## config.mk

```make
export PLATFORM = sky130hd
export DESIGN_NAME = pcl_program_counter
export DESIGN_NICKNAME = d
export VERILOG_FILES = /design/src/design/pcl_pkg.sv /design/src/design/pcl_program_counter.sv
export SDC_FILE = /design/constraint.sdc
export NUM_CORES = 1
export LEC_CHECK = 0
export ABC_AREA = 1
export BUFFER_PORTS_ARGS = -buffer_cell sky130_fd_sc_hd__clkbuf_2
export CAP_MARGIN = 20
export CELL_PAD_IN_SITES_DETAIL_PLACEMENT = 1
export CELL_PAD_IN_SITES_GLOBAL_PLACEMENT = 1
export CORE_MARGIN = 2
export CORE_UTILIZATION = 40
export DETAILED_ROUTE_END_ITERATION = 8
export PLACE_DENSITY = 0.82
export SLEW_MARGIN = 40
export SYNTH_ARGS = -nofsm -noshare
export SYNTH_HDL_FRONTEND = slang
export SYNTH_SLANG_ARGS = --single-unit
```

## constraint.sdc

```tcl
create_clock -name clock -period 2.65 [get_ports clock]
set_input_delay 0.53 -clock clock [delete_from_list [all_inputs] [get_ports clock]]
set_output_delay 0.53 -clock clock [all_outputs]
set_load 0.1 [all_outputs]
```

## src/design/pcl_pkg.sv

```systemverilog
// constants and carrier types for the program counter loading block
// assumes one core instruction clock and an execution unit that drives one command per cycle
// What this block does
// - hold a 13-bit counter, low byte readable and writable
// - upper five bits never written directly; a low-byte write loads them from the high latch, call and jump take bits 10:8 from the operand
// - any reset clears the whole counter
// - low-byte destination loads upper bits from latch bits 4:0
// - low-byte write sets all 13 bits at once
// - call loads bits 10:0 from the operand
// - call takes bits 12:11 from latch bits 4:3
// - absolute jump loads like a call
// - call or interrupt vector pushes the full counter on an 8-deep stack
// - push and pop leave the high latch untouched
// - stack is circular, ninth push overwrites first, no flags
package pcl_pkg;
  localparam int unsigned PC_W       = 13;
  localparam int unsigned LOW_W      = 8;
  localparam int unsigned HIGH_W     = 5;
  localparam int unsigned OPND_W     = 11;
  localparam int unsigned STACK_D    = 8;
  localparam int unsigned SP_W       = 3;
  localparam logic [PC_W-1:0] PC_RST = 13'h0000;
  localparam logic [PC_W-1:0] PC_ONE = 13'h0001;
  localparam logic [SP_W-1:0] SP_RST = 3'h0;
  localparam logic [SP_W-1:0] SP_ONE = 3'h1;
  localparam logic [HIGH_W-1:0] LATCH_RST = 5'h00;
  localparam logic [PC_W-1:0] VECTOR_DEF = 13'h0004;

  // one command per cycle from the execution unit
  typedef enum logic [6:0] {
    PCL_CMD_NONE   = 7'b0000001,
    PCL_CMD_FETCH  = 7'b0000010,
    PCL_CMD_LOW_WR = 7'b0000100,
    PCL_CMD_CALL   = 7'b0001000,
    PCL_CMD_JUMP   = 7'b0010000,
    PCL_CMD_RETURN = 7'b0100000,
    PCL_CMD_VECTOR = 7'b1000000
  } pcl_cmd_t;

  typedef struct packed {
    pcl_cmd_t          cmd;
    logic [LOW_W-1:0]  low_data;
    logic [OPND_W-1:0] operand;
    logic              latch_wr;
    logic [HIGH_W-1:0] latch_data;
  } pcl_req_t;

  typedef struct packed {
    logic [PC_W-1:0]   pc;
    logic [LOW_W-1:0]  pc_low_byte;
    logic [HIGH_W-1:0] pc_high_latch;
  } pcl_view_t;
endpackage : pcl_pkg

```

## src/design/pcl_program_counter.sv

```systemverilog
// program counter with high-address latch and circular return stack
// assumes req is synchronous to clock and holds at most one command per cycle
module pcl_program_counter #(
  parameter logic [12:0] VECTOR_ADDR = pcl_pkg::VECTOR_DEF
) (
  input  wire logic               clock,
  input  wire logic               rst_b,
  input  wire pcl_pkg::pcl_req_t  req,
  output pcl_pkg::pcl_view_t      view
);
  import pcl_pkg::*;

  typedef struct packed {
    logic [PC_W-1:0]   pc;
    logic [HIGH_W-1:0] latch;
    logic [SP_W-1:0]   sp;
  } pcl_state_t;

  pcl_state_t      st_ff;
  pcl_state_t      nxt_st;
  logic [PC_W-1:0] stack_ff [STACK_D];
  logic            push;
  logic [PC_W-1:0] push_val;

  // split load shared by call and jump
  function automatic logic [PC_W-1:0] split_load(input logic [HIGH_W-1:0] l,
                                                 input logic [OPND_W-1:0] o);
    split_load = {l[HIGH_W-1:HIGH_W-2], o};
  endfunction : split_load

  // next state; latch only changes on its own write, never on push or pop
  always_comb
  begin
    nxt_st   = st_ff;
    push     = 1'b0;
    push_val = st_ff.pc;
    if (req.latch_wr)
    begin
      nxt_st.latch = req.latch_data; // only its own write moves it
    end
    unique case (req.cmd)
      PCL_CMD_NONE: ;
      PCL_CMD_FETCH:  nxt_st.pc = st_ff.pc + PC_ONE; // wraps in 13 bits
      PCL_CMD_LOW_WR: nxt_st.pc = {st_ff.latch, req.low_data};
      PCL_CMD_CALL:
      begin
        nxt_st.pc = split_load(st_ff.latch, req.operand);
        push      = 1'b1;
        push_val  = st_ff.pc + PC_ONE; // return to the next word
      end
      PCL_CMD_JUMP:   nxt_st.pc = split_load(st_ff.latch, req.operand);
      PCL_CMD_RETURN:
      begin
        nxt_st.sp = st_ff.sp - SP_ONE; // no underflow flag
        nxt_st.pc = stack_ff[st_ff.sp - SP_ONE];
      end
      PCL_CMD_VECTOR:
      begin
        nxt_st.pc = VECTOR_ADDR;
        push      = 1'b1; // interrupted word resumes
      end
      default: nxt_st = st_ff;
    endcase
    if (push)
    begin
      nxt_st.sp = st_ff.sp + SP_ONE; // wraps, overwriting oldest
    end
  end

  // state register; reset clears counter
  always_ff @(posedge clock or negedge rst_b)
  begin
    if (!rst_b)
    begin
      st_ff <= '{pc: PC_RST, latch: LATCH_RST, sp: SP_RST};
    end
    else
    begin
      st_ff <= nxt_st;
    end
  end

  // stack storage is not reset; contents are undefined until pushed
  always_ff @(posedge clock)
  begin
    if (push)
    begin
      stack_ff[st_ff.sp] <= push_val;
    end
  end

  // registered view of the counter
  always_ff @(posedge clock or negedge rst_b)
  begin
    if (!rst_b)
    begin
      view <= '{pc: PC_RST, pc_low_byte: 8'h00, pc_high_latch: LATCH_RST};
    end
    else
    begin
      view <= '{pc: nxt_st.pc, pc_low_byte: nxt_st.pc[LOW_W-1:0],
                pc_high_latch: nxt_st.latch};
    end
  end
endmodule : pcl_program_counter

```

==> results_dict.tcl, run 1 <==
set metrics [dict create \
    hold_violations 0 \
    power_mw 7.68 \
    synth_seq_cells 125 \
    rsz0062_at_grt "no" \
    synthMuxAreaShare_pct 0 \
    vias 5286 \
    synthDistinctLibCells 30 \
    clkSlewWorstSetupHoldPaths_ns 0.06 \
    drtAntennaViolNets 0 \
    clockBufferDepth 2 \
    maxCapViolations 0 \
    synth-xor-area-share_pct 1.57 \
    fin_skew_ns 0.00987 \
    synthSimpleGateAreaFrac_pct 28.5 \
    fin_crit_ns 2.30 \
    synthFlopType "edfxtp_1" \
    crit_path_end_kind "flip-flop" \
    insertedDiodeCount 0 \
    fin_crit_sh_pct 86.8 \
    die_h_um 133 \
    syn_nets 821 \
    htreeDepth 4 \
    synth_compound_area_share_pct 1.46 \
    fillers 1964 \
    dieArea_um2 17600 \
    layout_commonest_cell "nand2_1" \
    io_pins 60 \
    power_density_nw_per_um2 1010 \
    ir_worst_vdd_mv 0.494 \
    finalWirelength_um 18700 \
    antenna_found_initial 0 \
    syn_inst 784 \
    nets 870 \
    yosysTopAreaCell "edfxtp_1" \
    area_growth_pct 14.9 \
    core_area_um2 16000 \
    start_kind "flip-flop" \
    syn_area_per_cell_um2 8.42 \
    drt-pass1-iter-count 5 \
    regToRegSetupSlack_ns 0.35 \
    hold_path_class "primary input to asynchronous set/reset pin" \
    start_util_pct 41.3 \
    synth_edf_count 104 \
    drc 0 \
    routedWlPerCell_um 17.6 \
    place_hpwl_um 12500 \
    multi_input_area_um2 2140 \
    placed_area_um2 7020 \
    fin_tns_setup_ns 0 \
    cts_hold_buf 0 \
    syn_area_um2 6610 \
    cts_tree "done" \
    reg2reg_from "view[6]$_DFFE_PN0P_" \
    finish.instance_area_um2 7590 \
    die_x_um 133 \
    synth_top_family_by_area "simple AND/OR/NAND/NOR gates" \
    grt_max_degree 55 \
    setup_viol 0 \
    finalMaxSlewViolations 0 \
    io_buffers 59 \
    tightest_slew_ns 0.802 \
    reg2reg_depth 8 \
    drive_gt1_share_pct 16.8 \
    grt_pass1_vias 5506 \
    max_slew_margin_pct 46.0 \
    drt-initial-drc-count 337 \
    regArea_um2 3650 \
    cts_resized 0 \
    via_per_inst 4.98 \
    arrival_ns 2.35 \
    numCtsBuffers 17 \
    synth.area.top_cells "edfxtp_1, nand2_1, dfrtp_1, nand3_1, inv_1" \
    power_leakage_nw 3.75 \
    grt_usage_pct 22.2 \
    yosys.area_share.adder_pct 0.568 \
    ys_seq_area_share_pct 55.2 \
    whs_ns 0.100 \
    rows 46 \
    rr_endpoint "stack_ff[5][10]$_DFFE_PP_" \
    grt_pass1_wl_um 29700 \
    path_max_fanout 8 \
    grt-ovfl-total 0 \
    required_ns 2.70 \
    insertion_delay_ns 0.42 \
    gp_congestion 0.796 \
    mostFrequentLayoutCells "nand2_1, inv_1, edfxtp_1" \
    cts.sinks 125 \
    crit_type "flip-flop to flip-flop" \
    post_cts_buffers 0 \
    synthArstFlopShare_pct 16.8 \
    synth_warnings 0 \
    root_buffer "clkbuf_16" \
    status "complete, no violations" \
    fmax_ghz 0.435 \
    synth_top_area_share_pct 47.3 \
]
[power by group]
group / internal [mW] / switching (mW) / total [mW]
clock network: 1.45 / 0.821 / 2.28
registers: 2.30 / 0.154 / 2.46
logic: 0.695 / 2.26 / 2.95
[worst max path at each step]
| stage | from | endpoint | slack (ns) |
|---|---|---|---|
| after floorplan | req[25] | stack_ff[1][0]$_DFFE_PP_ | 0.13 |
| after global placement | req[30] | stack_ff[2][12]$_DFFE_PP_ | 0.24 |
| after detailed placement | req[26] | stack_ff[1][4]$_DFFE_PP_ | 0.41 |
| after CTS | st_ff[1]$_DFFE_PN0P_ | view[11]$_DFFE_PN0P_ | 0.37 |
| after global routing | view[6]$_DFFE_PN0P_ | stack_ff[5][10]$_DFFE_PP_ | 0.21 |
| final | view[6]$_DFFE_PN0P_ | stack_ff[5][10]$_DFFE_PP_ | 0.35 |
[stage by stage]
step / util (%) / cells / setup WS (ns)
after CTS: 47.4 / 1062 / 0.367
after global placement: 43.9 / 1030 / 0.242
after floorplan: - / 784 / 0.127
final: 47.4 / 1062 / 0.351
after detailed placement: 43.9 / 1030 / 0.414
after global routing: 47.4 / 1062 / 0.207
[cells by family (layout without fill, tap and decap cells)]
group / Yosys count / count (layout)
compound gates: 18 / 18
flops: 125 / 125
xor+xnor: 11 / 11
simple gates: 446 / 446
buf+inv: 181 / 243
fa+ha+maj: 3 / 3
[flip-flops by register name, indices dropped and copies added (netlist names)]
| signal | count |
|---|---|
| view | 18 |
| stack_ff | 104 |
| st_ff | 3 |
[critical path, cell delays in order, from the launching register on]
cell,delay [ns]
dfrtp_1,0.50
ha_1,0.26
nand2_1,0.08
nor2_1,0.29
nand2_1,0.18
o21ai_0,0.18
nand2_1,0.09
nand2_1,0.07
o21ai_0,0.29
[cells in the mapped netlist (5+ instances only)]
cell and number:
edfxtp_1 104, clkbuf_1 5, nand2_1 292, xor2_1 10, dfrtp_1 21, o21ai_0 13, inv_2 12, buf_2 16
inv_1 114, nor2_1 40, nor3_1 7, nand2_2 6, nand3_1 87, buf_4 32
[final cells by class]
type	count	area share, %
clock buffers	21	5.80
clock inverters	11	1.63
inverters	126	6.23
multi-input cells	478	28.2
flip-flops and latches	125	48.1
well taps	216	3.56
repair buffers	85	6.46
[per-layer routing]
| layer | vias to the layer above | GRT usage, % | part of all wire (%) |
|---|---|---|---|
| met3 | 25 | 4.14 | 4.8 |
| met5 | - | 0 | 0 |
| met4 | 0 | 7.59 | 2.0 |
| met2 | 162 | 38.2 | 50 |
| li1 | 2523 | - | - |
| met1 | 2576 | 28.0 | 43 |
Power figures use the tool's default switching activity.
==> run 2: changes to the inputs <==
--- a/config.mk
+++ b/config.mk
@@ -5,15 +5,15 @@
 export SDC_FILE = /design/constraint.sdc
 export NUM_CORES = 1
 export LEC_CHECK = 0
-export ABC_AREA = 1
+export ABC_AREA = 0
 export BUFFER_PORTS_ARGS = -buffer_cell sky130_fd_sc_hd__clkbuf_2
-export CAP_MARGIN = 20
+export CAP_MARGIN = 25
 export CELL_PAD_IN_SITES_DETAIL_PLACEMENT = 1
 export CELL_PAD_IN_SITES_GLOBAL_PLACEMENT = 1
 export CORE_MARGIN = 2
 export CORE_UTILIZATION = 40
 export DETAILED_ROUTE_END_ITERATION = 8
-export PLACE_DENSITY = 0.82
+export PLACE_DENSITY = 0.77
 export SLEW_MARGIN = 40
 export SYNTH_ARGS = -nofsm -noshare
 export SYNTH_HDL_FRONTEND = slang
==> run 2 against run 1 <==
Effect of this change: die area is 10% lower; critical endpoint is now view[22]$_DFFE_PN0P_; largest power group unchanged; global-route usage is 0.17 points lower; utilization is 1.6 points higher.
==> results_dict.tcl, run 2 <==
set metrics [dict create \
    met1Wirelength_um 6740 \
    synthArstFlopShare_pct 16.8 \
    htreeDepth 4 \
    cp_num_buf_inv 3 \
    gp_congestion 0.837 \
    synth_seq_cells 125 \
    ir_worst_vdd_mv 0.465 \
    grt_max_degree 25 \
    io_pins 60 \
    fillers 1450 \
    drt-initial-drc-count 430 \
    drc 0 \
    place_hpwl_um 10900 \
    top_regs "stack_ff x104, view x18, st_ff x3" \
    crit_family "compound AO/OA/AOI/OAI gates" \
    power_density_nw_per_um2 1030 \
    syn_inst 431 \
    numCtsBuffers 17 \
    setup_viol 0 \
    required_ns 2.96 \
    cts.sinks 125 \
    vias 4087 \
    routedWlPerCell_um 24.0 \
    crit_path_end_kind "flip-flop" \
    whs_ns 0.125 \
    finalWirelength_um 16800 \
    utilization_pct 49.0 \
    mostFrequentLayoutCells "edfxtp_1, clkbuf_2, buf_4" \
    via_per_inst 5.85 \
    hold_violations 0 \
    max_slew_margin_pct 54.6 \
    clockBufferDepth 2 \
    synthFlopType "edfxtp_1" \
    grt_usage_pct 22.0 \
    stdcell_count 699 \
    insertion_delay_ns 0.43 \
    synth_common_cells "edfxtp_1, mux2_2, nor2_1" \
    highest_layer "met4" \
    regMostFlops "stack_ff" \
    route.met2.wl_um 8720 \
    nets 539 \
    fin_tns_setup_ns 0 \
    synthDistinctLibCells 59 \
    clkSlewWorstSetupHoldPaths_ns 0.06 \
    die_h_um 126 \
    synth_warnings 0 \
    rows 44 \
    dieArea_um2 15800 \
    arrival_ns 2.79 \
    wl_met3_um 934 \
    tightest_slew_ns 0.664 \
    finish.instance_area_um2 7090 \
    syn_nets 468 \
    syn_area_per_cell_um2 13.8 \
    fin_crit_sh_pct 93.7 \
    max_stage_delay_ns 0.39 \
    fin_skew_ns 0.0125 \
    yosysTopAreaCell "edfxtp_1" \
    layout_commonest_cell "edfxtp_1" \
    fin_crit_ns 2.48 \
    grt-ovfl-total 0 \
    cp_cell_sequence "inv_1 > ha_4 > xor2_4 > buf_4 > nand2_1 > buf_4 > a211oi_1 > nor4_1 > a221oi_1 > a21oi_1" \
    insertedDiodeCount 0 \
    start_util_pct 40.9 \
    cts_tree "done" \
    drtAntennaViolNets 0 \
    synth_top_area_share_pct 52.7 \
    area_growth_pct 19.7 \
    antenna_found_initial 0 \
    start_kind "flip-flop" \
    drive_gt1_share_pct 35.1 \
    crit_type "flip-flop to flip-flop" \
    status "complete, no violations" \
    synth_edf_count 104 \
    crit_top_cell "buf_4" \
    die_x_um 126 \
    cp_slowest_cell "dfrtp_1" \
    placed_area_um2 6460 \
    io_buffers 59 \
    hold_path_class "primary input to asynchronous set/reset pin" \
    synth.area.top_cells "edfxtp_1, dfrtp_1, mux2_2, buf_4, mux4_2" \
    largest_reg_flops 104 \
    grt_pass1_vias 4267 \
    place_ws_ns 0.0960 \
    power_mw 7.27 \
    maxCapViolations 0 \
    power_leakage_nw 2.76 \
    path_max_fanout 8 \
    yosys.cell_count.top_type "edfxtp_1" \
    finalMaxSlewViolations 0 \
    root_buffer "clkbuf_16" \
    timing.final.ws_setup_ns 0.167 \
    dp_cells 665 \
    syn_area_um2 5930 \
    fmax_ghz 0.403 \
    rsz0062_at_grt "no" \
    ys_seq_area_share_pct 61.6 \
    drt-pass1-iter-count 5 \
    core_area_um2 14500 \
    grt_pass1_wl_um 25900 \
]
[run 2: cell count changes after synthesis, moves of 7 or more]
cell,delta
nor3_1,+8
nand3_1,-82
o22ai_1,+14
and3_1,+8
xnor2_1,+15
o21ai_0,-7
nand2_1,-264
inv_2,-12
mux2_2,+31
inv_1,-109
nor2_1,-11
[run 2: kinds of logic (layout without fill, tap and decap cells)]
group / after synthesis / count (layout) / synth area share (%)
xor gates and xnor gates: 20 / 20 / 3.27
adders and majority gates: 3 / 3 / 0.633
and+or+nand+nor: 114 / 114 / 9.52
DFF: 125 / 125 / 61.6
AOI/OAI and AO/OA: 72 / 72 / 8.91
muxes: 44 / 44 / 10.7
buffers and inverters: 53 / 137 / 5.38
[run 2: per-layer routing]
layer / vias to the layer above / track usage (%)
li1: 1791 / -
met1: 2110 / 27.1
met2: 155 / 38.2
met3: 31 / 4.29
met4: 0 / 8.82
met5: - / 0
[run 2: timing repair]
action                     CTS  global route
resized for setup            1             1
setup endpoints to repair    1             5
setup buffers                0             2
hold buffers                 0             0
[run 2: cell type report]
type                       instances  area (um^2)  share of cell area, %
clock inverter                    15          178                   2.51
clock buffer                      17          425                   6.00
timing repair buffer             100          603                   8.50
inverter                           5         18.8                  0.265
tap                              184          230                   3.25
sequential                       125         3650                   51.4
multi-input combinational        253         1990                   28.0
[run 2: final timing paths]
check,end,start,cells after the start,slack (ns)
max in group asynchronous,st_ff[0]$_DFFE_PN0P_,rst_b,1,2.10
min in group clock,view[1]$_DFFE_PN0P_,req[1],2,0.33
hold reg to reg,view[4]$_DFFE_PN0P_,view[4]$_DFFE_PN0P_,1,0.55
setup / recovery,view[22]$_DFFE_PN0P_,st_ff[0]$_DFFE_PN0P_,10,0.17
hold / removal,view[8]$_DFFE_PN0P_,rst_b,1,0.13
setup reg to reg,view[22]$_DFFE_PN0P_,st_ff[0]$_DFFE_PN0P_,10,0.17
[run 2: worst register-to-register path: stages (launching register included)]
cell and delay, ns:
dfrtp_1 0.39, inv_1 0.19, ha_4 0.23, xor2_4 0.27
buf_4 0.20, nand2_1 0.10, buf_4 0.21, a211oi_1 0.28
nor4_1 0.16, a221oi_1 0.24, a21oi_1 0.10
[run 2: power by group]
| part | switching (mW) | internal (mW) |
|---|---|---|
| clock network | 0.952 | 1.42 |
| registers | 0.120 | 2.25 |
| logic | 1.63 | 0.907 |
| total | 2.70 | 4.58 |
